### src/logic/sfrid_pkg.sv
package sfrid_pkg;

  // opcodes seen on the serial input, most significant bit first
  localparam logic [7:0] NO_OPERATION_CMD       = 8'h00;
  localparam logic [7:0] RESET_ENABLE_CMD       = 8'h66;
  localparam logic [7:0] RESET_CMD              = 8'h99;
  localparam logic [7:0] UNIQUE_ID_READ_CMD     = 8'h4b;
  localparam logic [7:0] PARAMETER_TABLE_READ_CMD = 8'h5a;

  // frame phase lengths in serial clock bits
  localparam logic [6:0] OP_BITS        = 7'h08;
  localparam logic [6:0] ADDR_BITS      = 7'h18;
  localparam logic [6:0] UID_DUMMY_BITS = 7'h20;
  localparam logic [6:0] TBL_DUMMY_BITS = 7'h08;
  localparam int         UID_BITS       = 128;

  // recovery after a software reset
  localparam int CLK_MHZ   = 200;
  localparam int RECOV_NS  = 1000;
  localparam int RECOV_CYC = (RECOV_NS * CLK_MHZ + 999) / 1000;
  localparam int RECOV_W   = 16;

  // reset value of the table address
  localparam logic [23:0] ADDR_RESET = 24'h000000;

  typedef enum logic [2:0] {
    ST_CMD,
    ST_ADDR,
    ST_UDUM,
    ST_TDUM,
    ST_UID,
    ST_TBL,
    ST_SKIP
  } sfrid_state_e;

endpackage

### src/logic/sfrid_sync.sv
`timescale 1ns/10ps
// two-stage synchroniser; only the second stage leaves the module
module sfrid_sync #(
  parameter int              W        = 1,
  parameter logic [W-1:0]    RST_VAL  = '0
) (
  input  wire logic         clk,
  input  wire logic         rst,
  input  wire logic [W-1:0] d,
  output logic      [W-1:0] q
);

  logic [W-1:0] meta_reg;

  // first stage feeds only the second stage
  always_ff @(posedge clk or posedge rst) begin
    if (rst) begin
      meta_reg <= RST_VAL;
      q        <= RST_VAL;
    end else begin
      meta_reg <= d;
      q        <= meta_reg;
    end
  end

endmodule // sfrid_sync

### src/logic/sfrid_cmd.sv
`timescale 1ns/10ps
module sfrid_cmd
  import sfrid_pkg::*;
#(
  parameter logic [UID_BITS-1:0] UNIQUE_ID = 128'h0123456789abcdeffedcba9876543210
) (
  input  wire logic        clk,
  input  wire logic        rst,
  input  wire logic        cs_n,
  input  wire logic        sck,
  input  wire logic        si,
  input  wire logic [2:0]  upper_data_lines_in,
  input  wire logic        pe_busy,
  input  wire logic        pe_suspended,
  input  wire logic [7:0]  table_data,
  output logic             so_out,
  output logic             so_oe,
  output logic [23:0]      table_addr,
  output logic             soft_reset,
  output logic             pe_abort,
  output logic             reset_armed,
  output logic             recovering
);

  typedef struct packed {
    sfrid_state_e       st;
    logic [6:0]         cnt;
    logic [7:0]         sr;
    logic [23:0]        addr;
    logic [7:0]         obyte;
    logic               armed;
    logic               so;
    logic               oe;
    logic               sreset;
    logic               abort;
    logic               sck_q;
    logic [RECOV_W-1:0] recov;
  } sfrid_regs_s;

  sfrid_regs_s s_reg;
  sfrid_regs_s s_next;
  logic        cs_n_s;
  logic        sck_s;
  logic        si_s;
  logic        sck_rise;
  logic        sck_fall;
  logic [7:0]  op_byte;
  logic        op_done;

  // upper data lines are never sampled by this block
  sfrid_sync #(
    .W       (3),
    .RST_VAL (3'h5)
  ) u_sync (
    .clk (clk),
    .rst (rst),
    .d   ({cs_n, sck, si}),
    .q   ({cs_n_s, sck_s, si_s})
  );

  // link edges found on the synchronised serial clock
  assign sck_rise = sck_s & ~s_reg.sck_q;
  assign sck_fall = ~sck_s & s_reg.sck_q;
  assign op_byte  = {s_reg.sr[6:0], si_s};
  assign op_done  = ~cs_n_s & sck_rise & (s_reg.st == ST_CMD)
                    & (s_reg.cnt == OP_BITS - 7'h01);

  function automatic logic uid_bit(input logic [6:0] idx);
    uid_bit = UNIQUE_ID[7'h7f - idx];
  endfunction

  // next-state logic of the whole frame decoder
  always_comb begin
    s_next        = s_reg;
    s_next.sreset = 1'b0;
    s_next.abort  = 1'b0;
    s_next.sck_q  = sck_s;
    if (s_reg.recov != '0) begin
      s_next.recov = s_reg.recov - 16'h0001;
    end
    if (cs_n_s) begin
      // deselect ends every command at once, mid-byte too
      s_next.st  = ST_CMD;
      s_next.cnt = 7'h00;
      s_next.oe  = 1'b0;
    end else if (sck_rise) begin
      s_next.cnt = s_reg.cnt + 7'h01;
      case (s_reg.st)
        ST_CMD: begin
          s_next.sr = op_byte;
          if (op_done) begin
            s_next.cnt = 7'h00;
            s_next.st  = ST_SKIP;
            if (s_reg.recov != '0) begin
              s_next.st = ST_SKIP;
            end else if (op_byte == RESET_ENABLE_CMD) begin
              // accepted whatever the suspend state
              s_next.armed = 1'b1;
            end else if (op_byte == RESET_CMD && s_reg.armed) begin
              s_next.sreset = 1'b1;
              s_next.abort  = pe_busy;
              s_next.armed  = 1'b0;
              s_next.addr   = ADDR_RESET;
              s_next.recov  = RECOV_CYC[RECOV_W-1:0];
            end else begin
              // no-operation, lone reset or any other opcode
              s_next.armed = 1'b0;
              if (op_byte == UNIQUE_ID_READ_CMD) begin
                s_next.st = ST_UDUM;
              end else if (op_byte == PARAMETER_TABLE_READ_CMD) begin
                s_next.st = ST_ADDR;
              end
            end
          end
        end
        ST_ADDR: begin
          s_next.addr = {s_reg.addr[22:0], si_s};
          if (s_reg.cnt == ADDR_BITS - 7'h01) begin
            s_next.cnt = 7'h00;
            s_next.st  = ST_TDUM;
          end
        end
        ST_UDUM: begin
          if (s_reg.cnt == UID_DUMMY_BITS - 7'h01) begin
            s_next.cnt = 7'h00;
            s_next.st  = ST_UID;
          end
        end
        ST_TDUM: begin
          if (s_reg.cnt == TBL_DUMMY_BITS - 7'h01) begin
            s_next.cnt = 7'h00;
            s_next.st  = ST_TBL;
          end
        end
        default: begin
          s_next.cnt = s_reg.cnt;
        end
      endcase
    end else if (sck_fall) begin
      case (s_reg.st)
        ST_UID: begin
          // wraps after bit 0 and repeats until deselect
          s_next.oe  = 1'b1;
          s_next.so  = uid_bit(s_reg.cnt);
          s_next.cnt = s_reg.cnt + 7'h01;
        end
        ST_TBL: begin
          // table data is looked up one byte ahead: addr steps as each byte loads
          s_next.oe  = 1'b1;
          s_next.cnt = {4'h0, s_reg.cnt[2:0] + 3'h1};
          if (s_reg.cnt[2:0] == 3'h0) begin
            s_next.so    = table_data[7];
            s_next.obyte = {table_data[6:0], 1'b0};
            s_next.addr  = s_reg.addr + 24'h000001;
          end else begin
            s_next.so    = s_reg.obyte[7];
            s_next.obyte = {s_reg.obyte[6:0], 1'b0};
          end
        end
        default: begin
          s_next.oe = s_reg.oe;
        end
      endcase
    end
  end

  // single register stage for all decoder state
  always_ff @(posedge clk or posedge rst) begin
    if (rst) begin
      s_reg <= '{st: ST_CMD, cnt: 7'h00, sr: 8'h00, addr: ADDR_RESET,
                 obyte: 8'h00, armed: 1'b0, so: 1'b0, oe: 1'b0,
                 sreset: 1'b0, abort: 1'b0, sck_q: 1'b0,
                 recov: 16'h0000};
    end else begin
      s_reg <= s_next;
    end
  end

  assign so_out      = s_reg.so;
  assign so_oe       = s_reg.oe;
  assign table_addr  = s_reg.addr;
  assign soft_reset  = s_reg.sreset;
  assign pe_abort    = s_reg.abort;
  assign reset_armed = s_reg.armed;
  assign recovering  = (s_reg.recov != '0);
endmodule // sfrid_cmd

### config.mk
export PLATFORM = sky130hd
export DESIGN_NAME = sfrid_cmd
export DESIGN_NICKNAME = d
export VERILOG_FILES = /design/src/logic/sfrid_pkg.sv /design/src/logic/sfrid_sync.sv /design/src/logic/sfrid_cmd.sv
export SDC_FILE = /design/constraint.sdc
export NUM_CORES = 1
export LEC_CHECK = 0
export ABC_AREA = 1
export BUFFER_PORTS_ARGS = -buffer_cell sky130_fd_sc_hd__buf_4
export CAP_MARGIN = 25
export CORE_ASPECT_RATIO = 0.7
export CORE_MARGIN = 5
export CORE_UTILIZATION = 40
export DETAILED_ROUTE_END_ITERATION = 12
export SETUP_SLACK_MARGIN = 0.02
export SYNTH_ARGS = -nofsm -noshare
export SYNTH_HDL_FRONTEND = slang
export SYNTH_HIERARCHICAL = 1
export SYNTH_SLANG_ARGS = --single-unit
### constraint.sdc
create_clock -name clk -period 2.5 [get_ports clk]
set_input_delay 0.625 -clock clk [delete_from_list [all_inputs] [get_ports clk]]
set_output_delay 0.625 -clock clk [all_outputs]
set_load 0.05 [all_outputs]
**Word-level counts from Yosys, hierarchy flattened**

Memories as Yosys holds them, arrays and structs flattened.
Index checks and enable logic that the tools add are counted.

- Bits in registers: 77
- Memory bits (read-only): 128
- Input bits: 18
- Output and inout bits: 30
- Memories: 1

Memory list:

| memory | depth | bits a word | rd ports | clocked after memory_dff | write ports | RTL line | source |
|---|---|---|---|---|---|---|---|
| (no name shown) | 128 | 1 | 1 | 0 | 0 | sfrid_cmd.sv:69 | `uid_bit = UNIQUE_ID[7'h7f - idx];` |

- Add/subtract/negate cells: 5
- Magnitude comparators: 1
- Equal/unequal tests: 23
- Muxes and demuxes: 49
- Bitwise operators: 10
- Reduce and logical (&&, ||, !) cells: 23

Operators by type and width:

| cell | number |
|---|---|
| $mux 24 | 6 |
| $mux 16 | 8 |
| $mux 32 | 2 |
| $mux 10 | 5 |
| $pmux 24 s2 | 1 |
| $pmux 7 s4 | 1 |
| $add 24x1->24 const B | 1 |
| $eq 8x7->1 const B | 3 |
| $mux 3 | 6 |
| $reduce_bool 16->1 | 1 |
| $sub 16x1->16 const B | 1 |
| $ne 3x2->1 const B | 5 |
| $eq 7x5->1 const B | 2 |
| $mux 2 | 7 |
| $mux 7 | 2 |
| $pmux 7 s2 | 1 |
| $reduce_bool 2->1 | 7 |
| $pmux 3 s4 | 1 |
| $ne 3x3->1 const B | 3 |
| $reduce_and 3->1 | 3 |
| $reduce_and 9->1 | 1 |
| $eq 8x8->1 const B | 1 |
| $lt 7x8->1 const B | 1 |
| $mux 8 | 1 |
| 23 further kinds | 41 |

**Depth between registers and ports, before layout**

- Depth after elaboration: 10
- Depth in mapped cells: 13
- Gate-level depth less buffers: 13

**Hierarchy**

Netlist, hierarchy kept.

Modules (own cells, without submodules):

| module | instances | cells each | area each (um^2) |
|---|---|---|---|
| sfrid_cmd | 1 | 719 | 4971.0 |
| sfrid_sync | 1 | 7 | 158.9 |

**Worst setup path after synthesis**

Ideal clock, no wire load.

- Kind: register to register
- Start: register s_reg[0] (netlist name)
- End: register s_reg (netlist bit table_addr[14])
- Arrival: 1885 ps
- Data required time: 2378 ps
- Slack: 493 ps
- Stages on the path, launching flop included: 13
- Path buffers: 1
- Period minus slack after synthesis: 2007 ps
- Cells stage by stage: dfrtp_1 -> inv_1 -> ha_1 -> inv_1 -> nor2_1 -> nand3_2 -> inv_2 -> nand2_4 -> nand2_4 -> nand2_4 -> inv_6 -> buf_6 -> o21ai_1

- Word-level cells in the longest chain between the ends: 3

Ends and longest elaborated chain:

| what | RTL line | source |
|---|---|---|
| start: declaration | sfrid_cmd.sv:40 | `sfrid_regs_s s_reg;` |
| start signal: assignment | sfrid_cmd.sv:170 | `s_reg <= '{st: ST_CMD, cnt: 7'h00, sr: 8'h00, addr: ADDR_RESET,` |
| start signal: assignment | sfrid_cmd.sv:175 | `s_reg <= s_next;` |
| $reduce_bool 16->1 | -- |  |
| via recovering | sfrid_cmd.sv:22 | `output logic recovering` |
| $ne 3x3->1 (no line) | -- |  |
| $reduce_and 9->1 (no line) | -- |  |

The timed path passes the listed nets, and every way through them passes these cells.
A chain may end at the register's enable or synchronous reset.

**Worst setup path after layout**

- Start: register s_reg[0] (netlist name)
- End: output port recovering

- Word-level cells in the longest chain between the ends: 1

Ends and longest elaborated chain:

| what | RTL line | source |
|---|---|---|
| $reduce_bool 16->1 | sfrid_cmd.sv:185 | `assign recovering = (s_reg.recov != '0);` |
| end: declaration | sfrid_cmd.sv:22 |  |

No other way between the ends.

==> impl_summary.log <==
[metrics] post-detailed-route count of antenna-violating nets: 0
[metrics] share of final-layout standard cells stronger than drive strength 1: around 16%
[metrics] total negative slack for setup checks: 0 ps
[metrics] setup-violating endpoint count in the final report: 0
[metrics] number of DRC violations after detailed-routing iteration 0: 405
[metrics] sum of overflow across all layers after global routing: 0
[metrics] reg2reg end: table_addr[5]
[metrics] combinational family with the most area after synthesis: simple AND/OR/NAND/NOR gates
[metrics] Cell Rows: 34
[metrics] I/O pins: 48
[metrics] top post-synthesis cells by area: dfrtp_1, nand2_1, nor2_1, inv_1, nand3_1
[metrics] FFs w/ async S/R, synth: 100%
[metrics] multiplexer share of the synthesized area: 0%
[metrics] worst-case reg-to-reg path depth: 12
[metrics] number of distinct library cells after synthesis: 39
[metrics] worst setup slack for register-to-register paths: 240 ps
[metrics] leading cell types by count after synthesis: nand2_1, nor2_1, inv_1
[metrics] run status: complete, no violations
[metrics] Synth top area share: about a third
[metrics] total number of vias: 4649
[metrics] post-synthesis simple-gate area fraction: 35.1%
[metrics] count of antenna diodes in the layout: 0
[metrics] post-route minimum period: 2290 ps
[metrics] period utilization: 91.8%
[metrics] Floorplan Core Area: between 10000 and 15000 um2
[metrics] worst flop-to-flop path startpoint: s_reg[62]
[metrics] post-synthesis compound-gate area fraction: 10.4%
[metrics] type of the most critical hold path: in -> async
[metrics] count of flip-flops with a built-in enable after synthesis: 0
[metrics] 1st-pass router iterations: 5
[metrics] area leader, netlist: dfrtp_1
[metrics] flip-flop count of the largest register, all copies and words added: 34
[metrics] reported max-cap violation count: 0
[metrics] Layout Skew: 8.59 ps
[metrics] DRC errors left: 0
[metrics] maximum number of pins on one net before global-route repair: 71
[metrics] worst slew slack as a fraction of its limit: 67.0%
[metrics] critical path start-end classification: reg -> out
[metrics] Die Area: ~15000 um2
[metrics] Power Dens Cells: around 540 nW/um2
[metrics] total track usage: 16.4%
[metrics] maximum number of buffers from clock root to sink: 2
[metrics] count leader, synth: nand2_1
[metrics] transition time at the pin with the least slew margin: 491 ps
[metrics] dpl hpwl: 8960 um
[metrics] Final Core Density: 46.0%
[metrics] clk_lat worst skew: between 300 and 400 ps
[metrics] number of port buffers: 43
[metrics] flip-flop and latch count after synthesis: 76
[metrics] kind of end point of the critical path: output pin
[metrics] post-synthesis share of cell area spent on xor and xnor gates: around 1.5%
[metrics] RSZ-0062 raised after global routing: no
[metrics] Initial Utilization: 41.0%
[metrics] antenna violations before repair: 0
[metrics] sink count of the clock tree: 76
[metrics] Num CTS Buffers: 9
[metrics] average detailed-routed wire length per instance: roughly 13 um
[metrics] Final Wtd Congestion: approximately 0.89
[metrics] critical path fanouts, max: 5
[metrics] crit start category: register
[metrics] syn nets: 757
[metrics] data arrival time of the critical path: 1670 ps
[metrics] leakage power summed over all cells: 2.85 nW
[metrics] Worst VDD drop: 0.387 mV
[metrics] Vias per Instance: 5.06
[metrics] Syn Std Cell Area: ~5100 um2
[metrics] Critical Path RT: ~1900 ps
[metrics] Post-Synthesis Cells: 726
[metrics] Final nets: 782
[metrics] count of synthesis-stage warnings from yosys: 6
[metrics] Post-Synthesis Mean Instance Area: between 7 and 8 um2
[metrics] clock tree from TritonCTS: done
[metrics] quantity of hold-fixing buffers added after cts: 0
[metrics] count of final hold-check violations: 0
[metrics] clock-pin slew on the worst setup and hold paths: 60 ps
[metrics] sequential area share after synthesis: between 30% and 40%
[metrics] adder and majority gate portion of the synthesized area: 3.17%
[metrics] clock tree root buffer cell: clkbuf_16
[metrics] layout-stage area growth over the synthesis result: 12.2%
[metrics] Die Y-Extent: 105 um
[metrics] Fmax: approximately 0.44 GHz
[metrics] Final Max Slew Viols: 0
[metrics] horizontal die dimension: 145 um
[metrics] most common flop cell mapped by yosys: dfrtp_1
[metrics] vias in the first global route: 4269
[metrics] drt total wl: 12100 um
[metrics] wire length of the first global-routing pass: between 20000 and 25000 um
[metrics] level count of the clock H-tree: 3
[worst max-delay path by stage]
stage               startpoint             to  depth (start not counted)
floorplan                  rst     op_byte[1]                          1
global placement     s_reg[63]  table_addr[5]                         12
detailed placement   s_reg[63]  table_addr[6]                         12
CTS                  s_reg[63]  table_addr[5]                         12
global route         s_reg[62]  table_addr[5]                         11
finish                s_reg[0]     recovering                          6
[power by group]
group / total, mW / switching (mW) / internal (mW)
combinational: 0.480 / 0.316 / 0.164
clock: 1.29 / 0.516 / 0.770
sequential: 1.35 / 0.0589 / 1.29
[routing by layer]
layer	global-route usage, %	share of wire, %	vias to the layer above	routed length, um
met3	4.15	5.6	15	678
met2	22.7	40	119	4770
li1	-	-	2360	-
met5	0	0	-	0
met4	4.13	1.2	0	150
met1	25.3	54	2155	6460
[cell type report]
type                            instances  area, um2
Clock buffer                           11        233
Clock inverter                          5       55.1
Fill cell                            1298       6750
Inverter                               93        359
Multi-Input combinational cell        519       2580
Sequential cell                        76       1910
Tap cell                              162        203
Timing Repair Buffer                   52        415
[stage by stage]
step / instances / setup slack, ps / cell area (um2) / total power [mW] / hold slack, ps
2_1_floorplan: 726 / 107 / 5130 / 1.72 / 331
3_3_place_gp: 902 / 247 / 5470 / 1.84 / 337
3_5_place_dp: 902 / 200 / 5470 / 1.85 / 341
4_1_cts: 918 / 185 / 5760 / 3.16 / 193
5_1_grt: 918 / 28.2 / 5760 / 3.29 / 206
6_report: 918 / 206 / 5760 / 3.11 / 195
[cells by family (layout without fill, tap and decap cells)]
family / count (synthesis) / count (layout)
AO/OA/AOI/OAI: 92 / 92
XOR/XNOR: 9 / 9
adder cells (fa/ha/maj): 13 / 13
buffers and inverters: 131 / 161
flip-flops: 76 / 76
AND/OR/NAND/NOR: 405 / 405
[critical path, stage by stage (launching register included)]
cell     delay, ps
dfrtp_1        430
inv_1          130
ha_1           170
inv_1           60
nor2_1         160
nand3_2        150
buf_4          230
[repair_timing]
item,in CTS,in global routing
setup endpoints to repair,0,8
setup buffers,0,0
gates resized for setup,0,1
[placed cells by master (no fill, tap or decap), types with 2 or more instances in the layout]
master / netlist / routed
nand2_1: 206 / 206
nor2_1: 82 / 82
inv_1: 81 / 80
dfrtp_1: 72 / 71
nand3_1: 58 / 58
buf_4: 24 / 50
o21ai_0: 35 / 35
a21oi_1: 19 / 19
nand4_1: 14 / 14
nor3_1: 15 / 14
ha_1: 13 / 13
inv_2: 10 / 11
nand2_2: 11 / 11
o21ai_2: 9 / 9
clkbuf_16: 0 / 9
o22ai_1: 8 / 8
xor2_1: 7 / 7
a31oi_1: 7 / 7
o21ai_1: 6 / 6
nor2_4: 5 / 5
nor2_2: 4 / 4
dfstp_2: 4 / 4
nand2_4: 3 / 3
o211ai_1: 3 / 3
nand3_4: 2 / 2
or2_2: 2 / 2
xnor2_1: 2 / 2
o31ai_1: 2 / 2
clkbuf_1: 4 / 2
clkinvlp_4: 0 / 2
clkinv_2: 0 / 2
buf_12: 1 / 2
Power figures use the tool's default switching activity.
